<file path="src/pll_clock_pkg.sv">
package pll_clock_pkg;

  localparam int unsigned ADDR_W = 4;
  localparam int unsigned DATA_W = 16;

  localparam logic [3:0] OFS_MULT_CTRL  = 4'h0;
  localparam logic [3:0] OFS_STATUS     = 4'h1;
  localparam logic [3:0] OFS_CLKOUT_CFG = 4'h2;

  localparam int unsigned MULT_W   = 4;
  localparam logic [3:0]  MULT_RST = 4'h0;
  localparam logic [3:0]  MULT_MAX = 4'ha;

  localparam int unsigned STS_LOCK_BIT   = 0;
  localparam int unsigned STS_DIVSEL_BIT = 1;
  localparam int unsigned STS_MISS_BIT   = 3;
  localparam int unsigned STS_CLEAR_BIT  = 4;

  localparam logic DIVSEL_RST = 1'b0;
  localparam logic LOCK_RST   = 1'b0;
  localparam logic MISS_RST   = 1'b0;

  localparam logic [1:0] CLKOUT_DIV4  = 2'h0;
  localparam logic [1:0] CLKOUT_DIV2  = 2'h1;
  localparam logic [1:0] CLKOUT_DIV1  = 2'h2;
  localparam logic [1:0] CLKOUT_OFF   = 2'h3;
  localparam logic [1:0] CLKOUT_RST   = CLKOUT_DIV4;

  localparam int unsigned OSC_CNT_W = 7;
  localparam int unsigned VCO_CNT_W = 13;

  typedef enum logic [1:0] {
    SRC_OSC  = 2'b00,
    SRC_PLL  = 2'b01,
    SRC_LIMP = 2'b10,
    SRC_STOP = 2'b11
  } clk_src_type;

  typedef enum logic [1:0] {
    LK_BYPASS  = 2'b00,
    LK_WAIT    = 2'b01,
    LK_RUNNING = 2'b10
  } lock_state_type;

endpackage

</file>
<file path="src/det_counter.sv">
`timescale 1ns/1ps
module det_counter #(
  parameter int unsigned W = 7
) (
  input  wire logic clk_sys,
  input  wire logic rst_n,
  input  wire logic clr,
  input  wire logic inc,
  output logic      ovf
);

  logic [W-1:0] cnt_q;
  logic [W-1:0] cnt_d;
  wire          at_top = &cnt_q;

  assign cnt_d = clr ? '0 : (inc ? cnt_q + 1'b1 : cnt_q);
  assign ovf   = inc & at_top & ~clr;

  always_ff @(posedge clk_sys or negedge rst_n)
  begin
    if (!rst_n)
      cnt_q <= '0;
    else
      cnt_q <= cnt_d;
  end

endmodule

</file>
<file path="src/pll_clock_ctrl.sv">
// Function
// [RULE_01] Multiplier zero bypasses PLL; CPU clock is oscillator or half, per divide-select.
// [RULE_02] Bypass: missing oscillator switches to limp, sets status, pulses internal reset.
// [RULE_03] Nonzero multiplier n enables PLL; CPU clock is oscillator times n, optionally halved.
// [RULE_04] PLL mode: missing oscillator sets status, resets, runs at half limp.
// [RULE_05] Standby stops CPU clock; detection still sets status, resets, routes limp clock.
// [RULE_06] Halt stops all clocks; detection counters run only after power-up completes.
// [RULE_07] After halt, PLL-side counter overflow sets status, resets, routes limp clock.
// [RULE_08] Clock-out is system clock divided by one, two or four per divide field.
// [RULE_09] Clock-out defaults to a quarter of the system clock at power-up.
// [RULE_10] Clock-out keeps toggling at a quarter of system clock during reset.
// [RULE_11] Clock-out divide field with both bits set turns clock-out off.
// [RULE_12] Software keeps divide-select zero while writing multiplier until lock reads one.
// [RULE_13] Software writes the multiplier only while missing-clock status reads zero.
// [RULE_14] Multiplier write runs CPU at half oscillator until lock, then new frequency.
// [RULE_15] Lock-complete flag sets when the switch to the new frequency happens.
// [RULE_16] Multiplier codes: zero bypass, one to ten multiply, eleven to fifteen reserved.
// [RULE_17] Multiplier resets to zero, so CPU starts at half oscillator clock.
// [RULE_18] Multiplier register takes writes only while protected write enable is open.
// [RULE_19] Control and status reset only by pin reset or watchdog reset.
// [RULE_20] System clock output runs at the same rate as CPU input clock.
// [RULE_21] Seven-bit oscillator counter overflow clears thirteen-bit PLL counter; its overflow detects.
// [RULE_22] Writing clear bit clears missing status and detection counters; detection repeats.
// [RULE_23] Missing-clock reset is internal and never drives the external reset pin.
// [RULE_24] Every CPU clock source switch is glitch-free with no runt pulses.
`timescale 1ns/1ps
module pll_clock_ctrl
  import pll_clock_pkg::*;
(
  input  wire logic                          clk_sys,
  input  wire logic                          por_n,
  input  wire logic                          rst_n,
  input  wire logic                          watchdog_reset,
  input  wire logic [pll_clock_pkg::ADDR_W-1:0] addr,
  input  wire logic [pll_clock_pkg::DATA_W-1:0] wdata,
  input  wire logic                          wr,
  input  wire logic                          rd,
  output logic      [pll_clock_pkg::DATA_W-1:0] rdata,
  input  wire logic                          protected_write_enable,
  input  wire logic                          oscillator_tick,
  input  wire logic                          pll_vco_tick,
  input  wire logic                          pll_out_tick,
  input  wire logic                          limp_tick,
  input  wire logic                          pll_locked,
  input  wire logic                          standby_mode,
  input  wire logic                          halt_mode,
  input  wire logic                          power_up_done,
  output logic                               pll_enable,
  output logic      [pll_clock_pkg::MULT_W-1:0] pll_multiplier,
  output logic                               cpu_clock_tick,
  output logic                               system_clock_output,
  output logic                               external_clock_out,
  output logic                               missing_clock_reset
);

  import pll_clock_pkg::*;

  logic [MULT_W-1:0] mult_q;
  logic [MULT_W-1:0] mult_d;
  logic              divsel_q;
  logic              divsel_d;
  logic              lock_flag_q;
  logic              lock_flag_d;
  logic              miss_q;
  logic              miss_d;
  logic [1:0]        clkout_div_q;
  logic [1:0]        clkout_div_d;
  lock_state_type    lock_st_q;
  lock_state_type    lock_st_d;
  clk_src_type       cur_src_q;
  clk_src_type       cur_src_d;
  logic              cur_half_q;
  logic              cur_half_d;
  logic              phase_q;
  logic              phase_d;
  logic [1:0]        xdiv_q;
  logic [1:0]        xdiv_d;
  logic              xout_q;
  logic              xout_d;
  logic              mreset_q;
  logic [DATA_W-1:0] rdata_q;
  logic [DATA_W-1:0] rdata_d;

  // The pin reset and the watchdog reset are the only sources that reload the control
  // state; the missing-clock reset is deliberately kept out of this term.
  wire ctl_clear = watchdog_reset; // see [RULE_19]

  wire sel_mult   = addr == OFS_MULT_CTRL;
  wire sel_status = addr == OFS_STATUS;
  wire sel_clkout = addr == OFS_CLKOUT_CFG;

  wire wr_mult_hit = wr & sel_mult & protected_write_enable; // see [RULE_18]
  wire mult_legal  = wdata[MULT_W-1:0] <= MULT_MAX; // see [RULE_16]
  wire wr_mult     = wr_mult_hit & mult_legal;
  wire wr_status   = wr & sel_status;
  wire wr_clkout   = wr & sel_clkout;
  wire miss_clear  = wr_status & wdata[STS_CLEAR_BIT]; // see [RULE_22]

  // Detection runs only once oscillator and PLL have powered up after halt, and
  // stays frozen while a missing clock is already latched.
  wire det_run = ~halt_mode & power_up_done & ~miss_q; // see [RULE_06]
  wire osc_ovf;
  wire vco_ovf;

  det_counter #(
    .W (OSC_CNT_W)
  ) u_osc_cnt (
    .clk_sys (clk_sys),
    .rst_n   (rst_n),
    .clr     (miss_clear | ~det_run),
    .inc     (oscillator_tick),
    .ovf     (osc_ovf)
  );

  det_counter #(
    .W (VCO_CNT_W)
  ) u_vco_cnt (
    .clk_sys (clk_sys),
    .rst_n   (rst_n),
    .clr     (miss_clear | ~det_run | osc_ovf), // see [RULE_21]
    .inc     (pll_vco_tick),
    .ovf     (vco_ovf)
  );

  wire miss_detect = vco_ovf & det_run; // see [RULE_07]

  assign mult_d   = wr_mult ? wdata[MULT_W-1:0] : mult_q;
  assign divsel_d = wr_status ? wdata[STS_DIVSEL_BIT] : divsel_q;

  // A software clear masks the counter overflow in its own cycle, so the clear wins and detection restarts.
  assign miss_d = miss_detect | (miss_q & ~miss_clear); // see [RULE_02]

  assign clkout_div_d = wr_clkout ? wdata[1:0] : clkout_div_q;

  always_comb
  begin
    lock_st_d   = lock_st_q;
    lock_flag_d = lock_flag_q;
    unique case (lock_st_q)
      LK_BYPASS, LK_RUNNING:
      begin
        if (wr_mult)
        begin
          lock_st_d   = LK_WAIT; // see [RULE_14]
          lock_flag_d = 1'b0;
        end
      end
      LK_WAIT:
      begin
        if (wr_mult)
          lock_flag_d = 1'b0;
        else if (mult_q == MULT_RST)
        begin
          lock_st_d   = LK_BYPASS;
          lock_flag_d = 1'b1; // see [RULE_15]
        end
        else if (pll_locked)
        begin
          lock_st_d   = LK_RUNNING;
          lock_flag_d = 1'b1; // see [RULE_15]
        end
      end
      default:
      begin
        lock_st_d   = LK_BYPASS;
        lock_flag_d = 1'b0;
      end
    endcase
  end

  // Wanted source and halving, before the glitch-free handover.
  clk_src_type want_src;
  logic        want_half;

  always_comb
  begin
    want_src  = SRC_OSC;
    want_half = ~divsel_q; // see [RULE_01]
    if (halt_mode)
      want_src = SRC_STOP; // see [RULE_06]
    else if (miss_q)
    begin
      want_src  = SRC_LIMP;
      want_half = (mult_q != MULT_RST) | ~divsel_q; // see [RULE_04]
    end
    else if (standby_mode)
      want_src = SRC_STOP; // see [RULE_05]
    else if (lock_st_q == LK_WAIT)
    begin
      want_src  = SRC_OSC;
      want_half = 1'b1; // see [RULE_14]
    end
    else if (mult_q != MULT_RST)
      want_src = SRC_PLL; // see [RULE_03]
  end

  wire src_tick = (cur_src_q == SRC_OSC)  ? oscillator_tick :
                  (cur_src_q == SRC_PLL)  ? pll_out_tick :
                  (cur_src_q == SRC_LIMP) ? limp_tick : 1'b0;

  // A new source is taken only between whole output periods, so the CPU never sees a
  // shortened period. A failed oscillator may freeze the phase, so the cycle in which
  // limp is first wanted forces the handover; the dead source cannot make a runt.
  wire at_boundary = ~phase_q | mreset_q; // see [RULE_24]
  wire swap = at_boundary & ((want_src != cur_src_q) | (want_half != cur_half_q));

  assign cur_src_d  = swap ? want_src : cur_src_q; // see [RULE_24]
  assign cur_half_d = swap ? want_half : cur_half_q;
  assign phase_d    = swap ? 1'b0 : ((src_tick & cur_half_q) ? ~phase_q : phase_q);

  // Stopping only stretches a period, so a stop request gates the tick at once.
  wire stop_now = want_src == SRC_STOP; // see [RULE_05]
  wire cpu_tick = src_tick & ~swap & ~stop_now & (~cur_half_q | phase_q); // see [RULE_06]

  assign cpu_clock_tick      = cpu_tick;
  assign system_clock_output = cpu_tick; // see [RULE_20]

  // The clock-out divider runs on the power-on reset only, so it keeps running while
  // the pin reset is low; the field then reads as its quarter-rate default.
  wire [1:0] xsel = rst_n ? clkout_div_q : CLKOUT_RST; // see [RULE_10]

  always_comb
  begin
    xdiv_d = xdiv_q;
    xout_d = xout_q;
    unique case (xsel)
      CLKOUT_DIV1:
      begin
        if (cpu_tick)
          xout_d = ~xout_q; // see [RULE_08]
      end
      CLKOUT_DIV2:
      begin
        if (cpu_tick)
        begin
          xdiv_d = {1'b0, ~xdiv_q[0]};
          if (xdiv_q[0])
            xout_d = ~xout_q; // see [RULE_08]
        end
      end
      CLKOUT_DIV4:
      begin
        if (cpu_tick)
        begin
          xdiv_d = xdiv_q + 2'h1;
          if (xdiv_q == 2'h3)
            xout_d = ~xout_q; // see [RULE_09]
        end
      end
      CLKOUT_OFF:
      begin
        xdiv_d = 2'h0;
        xout_d = 1'b0; // see [RULE_11]
      end
    endcase
  end

  assign external_clock_out = xout_q;

  // This pulse is the block's own reset request; it is not routed to the reset pin.
  assign missing_clock_reset = mreset_q; // see [RULE_23]

  assign pll_enable     = mult_q != MULT_RST; // see [RULE_03]
  assign pll_multiplier = mult_q;

  always_comb
  begin
    rdata_d = '0;
    if (rd & sel_mult)
      rdata_d[MULT_W-1:0] = mult_q;
    else if (rd & sel_status)
    begin
      rdata_d[STS_LOCK_BIT]   = lock_flag_q;
      rdata_d[STS_DIVSEL_BIT] = divsel_q;
      rdata_d[STS_MISS_BIT]   = miss_q;
    end
    else if (rd & sel_clkout)
      rdata_d[1:0] = clkout_div_q;
  end

  assign rdata = rdata_q;

  always_ff @(posedge clk_sys or negedge rst_n)
  begin
    if (!rst_n)
    begin
      mult_q       <= MULT_RST; // see [RULE_17]
      divsel_q     <= DIVSEL_RST;
      lock_flag_q  <= LOCK_RST;
      miss_q       <= MISS_RST;
      clkout_div_q <= CLKOUT_RST;
      lock_st_q    <= LK_BYPASS;
    end
    else if (ctl_clear)
    begin
      mult_q       <= MULT_RST;
      divsel_q     <= DIVSEL_RST;
      lock_flag_q  <= LOCK_RST;
      miss_q       <= MISS_RST;
      clkout_div_q <= CLKOUT_RST;
      lock_st_q    <= LK_BYPASS;
    end
    else
    begin
      mult_q       <= mult_d;
      divsel_q     <= divsel_d;
      lock_flag_q  <= lock_flag_d;
      miss_q       <= miss_d;
      clkout_div_q <= clkout_div_d;
      lock_st_q    <= lock_st_d;
    end
  end

  always_ff @(posedge clk_sys or negedge rst_n)
  begin
    if (!rst_n)
    begin
      mreset_q <= 1'b0;
      rdata_q  <= '0;
    end
    else
    begin
      mreset_q <= miss_detect; // see [RULE_02]
      rdata_q  <= rdata_d;
    end
  end

  always_ff @(posedge clk_sys or negedge por_n)
  begin
    if (!por_n)
    begin
      cur_src_q  <= SRC_OSC;
      cur_half_q <= 1'b1;
      phase_q    <= 1'b0;
      xdiv_q     <= 2'h0;
      xout_q     <= 1'b0;
    end
    else
    begin
      cur_src_q  <= cur_src_d;
      cur_half_q <= cur_half_d;
      phase_q    <= phase_d;
      xdiv_q     <= xdiv_d;
      xout_q     <= xout_d;
    end
  end

endmodule

</file>
<file path="config.mk">
export PLATFORM = sky130hd
export DESIGN_NAME = pll_clock_ctrl
export DESIGN_NICKNAME = d
export VERILOG_FILES = /design/src/pll_clock_pkg.sv /design/src/det_counter.sv /design/src/pll_clock_ctrl.sv
export SDC_FILE = /design/constraint.sdc
export NUM_CORES = 1
export LEC_CHECK = 0
export ABC_AREA = 1
export BUFFER_PORTS_ARGS = -buffer_cell sky130_fd_sc_hd__buf_2
export CAP_MARGIN = 20
export CORE_MARGIN = 2
export CORE_UTILIZATION = 58
export DETAILED_ROUTE_END_ITERATION = 12
export GPL_ROUTABILITY_DRIVEN = 0
export HOLD_SLACK_MARGIN = 0.08
export MAX_ROUTING_LAYER = met4
export PLACE_DENSITY_LB_ADDON = 0.3
export SLEW_MARGIN = 25
export SYNTH_ARGS = -nofsm -noshare
export SYNTH_HDL_FRONTEND = slang
export SYNTH_SLANG_ARGS = --single-unit
</file>
<file path="constraint.sdc">
create_clock -name clk_sys -period 2.9 [get_ports clk_sys]
set_input_delay 0.145 -clock clk_sys [delete_from_list [all_inputs] [get_ports clk_sys]]
set_output_delay 0.145 -clock clk_sys [all_outputs]
set_load 0.05 [all_outputs]
</file>
==> results.md <==
- Final Instance Count excl. Fillers: 400
- GRT overflow: 0
- Synth Warn #: 0
- Top FF cell, synth: dfrtp_1
- Starting Density: approximately three fifths
- # rows: 23
- Async S/R FF share, synth: 100%
- Post-DP HPWL: 3.47 mm
- Setup slack, reg-to-reg: roughly 1.3 ns
- TNS Setup: 0 ns
- Post-CTS Setup Inserts: 0
- Tcrit/Tclk final: 70.7%
- Inserted Clock Buffers: 5
- Hold-fix buffers at CTS: 3
- CTS H-Tree Depth: 2
- Final hold vios: 0
- Via-to-Cell Ratio: slightly below 5
- Avg Cell Area, Syn: 8.12 sq um
- Core ar.: 4060 sq um
- Vias: 1973
- Share of layout cells above drive strength 1: between 20% and 30%
- EDFF count, synth: 0
- Clock transition at path regs: 0.07 ns
- Drt first pass iters: 4
- CP Cell Sequence: nor2_1 -> nand2_1 -> inv_2 -> nand2_2 -> nand3_1 -> nand2_1 -> nor2_1 -> nand2_1 -> nand2_2 -> nand2_1 -> inv_1 -> buf_2
- Diodes inserted: 0
- Slew @ Worst Pin: 0.616 ns
- Starting DRT DRC Count: 88
- Worst Hold Endpoint: pll_multiplier[3]
- CTS tree: done
- RSZ-0062 raised after global routing: no
- Hold Crit Class: in -> reg
- CP Class: reg -> out
- Die H: a little under 70 microns
- Worst skew pair latency: between 0.3 and 0.4 ns
- Worst Clk Skew: 0.00650 ns
- RR Endpoint: miss_q
- Die W: approximately 70 microns
- Yosys cell types: 36
- Net count, final: roughly 400
- CTS max path bufs: 2
- Slowest stage cell on the critical path: dfrtp_1
- Status: finished clean
- Mapped cell area: between 2000 and 2500 sq um
- # clock sinks: between 40 and 50
- Antenna Nets Post-Route: 0
- WL final: 4.49 mm
- Pwr dens: 529 nW/um^2
- Crit path time final: 2.05 ns
- Top post-synthesis cells by area: dfrtp_1 (42%), nand2_1 (8.0%), inv_1 (6.8%)
- Leakage power: 1.42 nW
- Share of the synthesized area in the top cell type: 42.4%
- RR Startpoint: u_osc_cnt.cnt_q[0]
- Sequential fraction of the synthesis area: 43.5%
- Worst r2r path cells: 10
- Total track usage: 21.1%
- Hold wc startpoint: wdata[3]
- Die Footprint: 4810 sq um
- CTS Root Cell: clkbuf_8
- Max-slew violation count: 0
- Vias in the first global route: 1900
- Max VDD drop: 322 uV
- Worst setup SP type: flop
- Worst Hold Depth: 3
- Max FO, Critical Path: 6
- WP data required: 2.76 ns
- Post-Syn Instances: a little over 300
- CP arrival: 1.90 ns
- Wire length per cell: 11.2 microns
- Top-count cell post-synth: nand2_1
- Rel. slew slack: 58.4%
- Largest net degree at the start of global routing: 37
- Initial antenna violation count: 0
- # Max-Cap Violations: 0
- Area delta synth->final: 12.9%
- First-pass GRT wire length: 7.92 mm
- Setup violators final: 0
- CP peak stage delay: 0.41 ns
- Most frequent CP cell: nand2_1
- DRC: 0
- Seq cells post-synth: 43
- Placed Instances: 389
- Synth area leader: dfrtp_1
- Ports: 60
- Top cells by instance count after synthesis: nand2_1 (53), inv_1 (45), dfrtp_1 (42), nor2_1 (39), nand3_1 (17)
- Port Buf Inserts: 36
- F_max: 488 MHz
- Post-CTS sizing: 0
- Setup crit end kind: output port
layout by cell type (no fill, tap or decap), types with 2 or more instances in the layout:
cell,instances
nor2_4,3
dlygate4sd3_1,3
nand2_1,53
o31ai_1,3
nor3_2,2
buf_2,36
nand3_2,6
nor3_1,4
nand3_1,17
ha_1,7
inv_1,45
o21ai_0,14
clkbuf_8,5
xor2_1,8
nand2_2,4
nor2_2,6
o22ai_1,2
clkbuf_1,2
nor3b_1,2
a21oi_1,15
conb_1,12
nor2_1,39
dfrtp_1,42
xnor2_1,2
inv_2,3
worst max-delay path by stage:
stage,startpoint,to,slack (ns),depth (start not counted)
finish,pll_multiplier[1],system_clock_output,0.85,12
floorplan,pll_multiplier[1],system_clock_output,0.41,12
CTS,pll_multiplier[1],system_clock_output,0.83,12
global route,pll_multiplier[1],cpu_clock_tick,0.64,12
detailed placement,pll_multiplier[1],system_clock_output,1.16,12
global placement,pll_multiplier[1],cpu_clock_tick,1.16,12
kinds of logic (layout without fill, tap and decap cells):
group                    after synthesis  after routing  share of synthesized area, %
AO/OA/AOI/OAI                         40             40                          9.09
buffers and inverters                 63             97                          11.8
other                                  1             12                         0.151
XOR/XNOR                              10             10                          3.54
flip-flops                            43             43                          43.5
AND/OR/NAND/NOR                      141            141                          28.4
adder cells (fa/ha/maj)                7              7                          3.54
per-layer routing:
layer / share of wire [%] / vias up / global-route usage (%)
met4: 3.0 / 0 / 10.5
met1: 48 / 879 / 27.3
met2: 44 / 51 / 31.8
li1: - / 1031 / -
met5: 0 / - / -
met3: 5.0 / 12 / 4.36
sequential cells by signal (all words and copies together) (netlist names), 2 cells and up:
signal / cells
u_vco_cnt.cnt_q: 13
u_osc_cnt.cnt_q: 7
pll_multiplier: 4
rdata: 4
clkout_div_q: 2
cur_src_q: 2
lock_st_q: 2
xdiv_q: 2
critical path, delay by kind of cell (launching register included):
kind          cells  cell delay (ns)
simple gates      9             0.80
buf+inv           3             0.39
flops             1             0.41
through the flow:
step                      setup WS [ns]  utilization (%)  power (mW)  hold WS [ns]  cell area, sq um
after CTS                         0.832             68.9        1.49         0.111              2800
after global placement             1.16             65.6        1.03       -0.0117              2660
final                             0.850             68.9        1.48         0.119              2800
after floorplan                   0.408                -       0.963        -0.151              2520
after global routing              0.640             68.9        1.57         0.126              2800
after detailed placement           1.16             65.6        1.03      -0.00869              2660
where the power goes:
| part | total (mW) | internal (mW) | leakage (nW) | switching, mW |
|---|---|---|---|---|
| Sequential | 0.683 | 0.649 | 0.582 | 0.0345 |
| Clock | 0.456 | 0.258 | 0.0524 | 0.199 |
| Combinational | 0.341 | 0.105 | 0.790 | 0.236 |
area by class of cell:
cell class              instances  area [sq um]
clock buffers                   7          76.3
clock inverters                 1          30.0
fillers                       333          1260
inverters                      49           184
multi-input cells             210          1150
flip-flops and latches         43          1080
well taps                      50          62.6
repair buffers                 40           218
No activity file was read; power rests on OpenSTA's default activity.
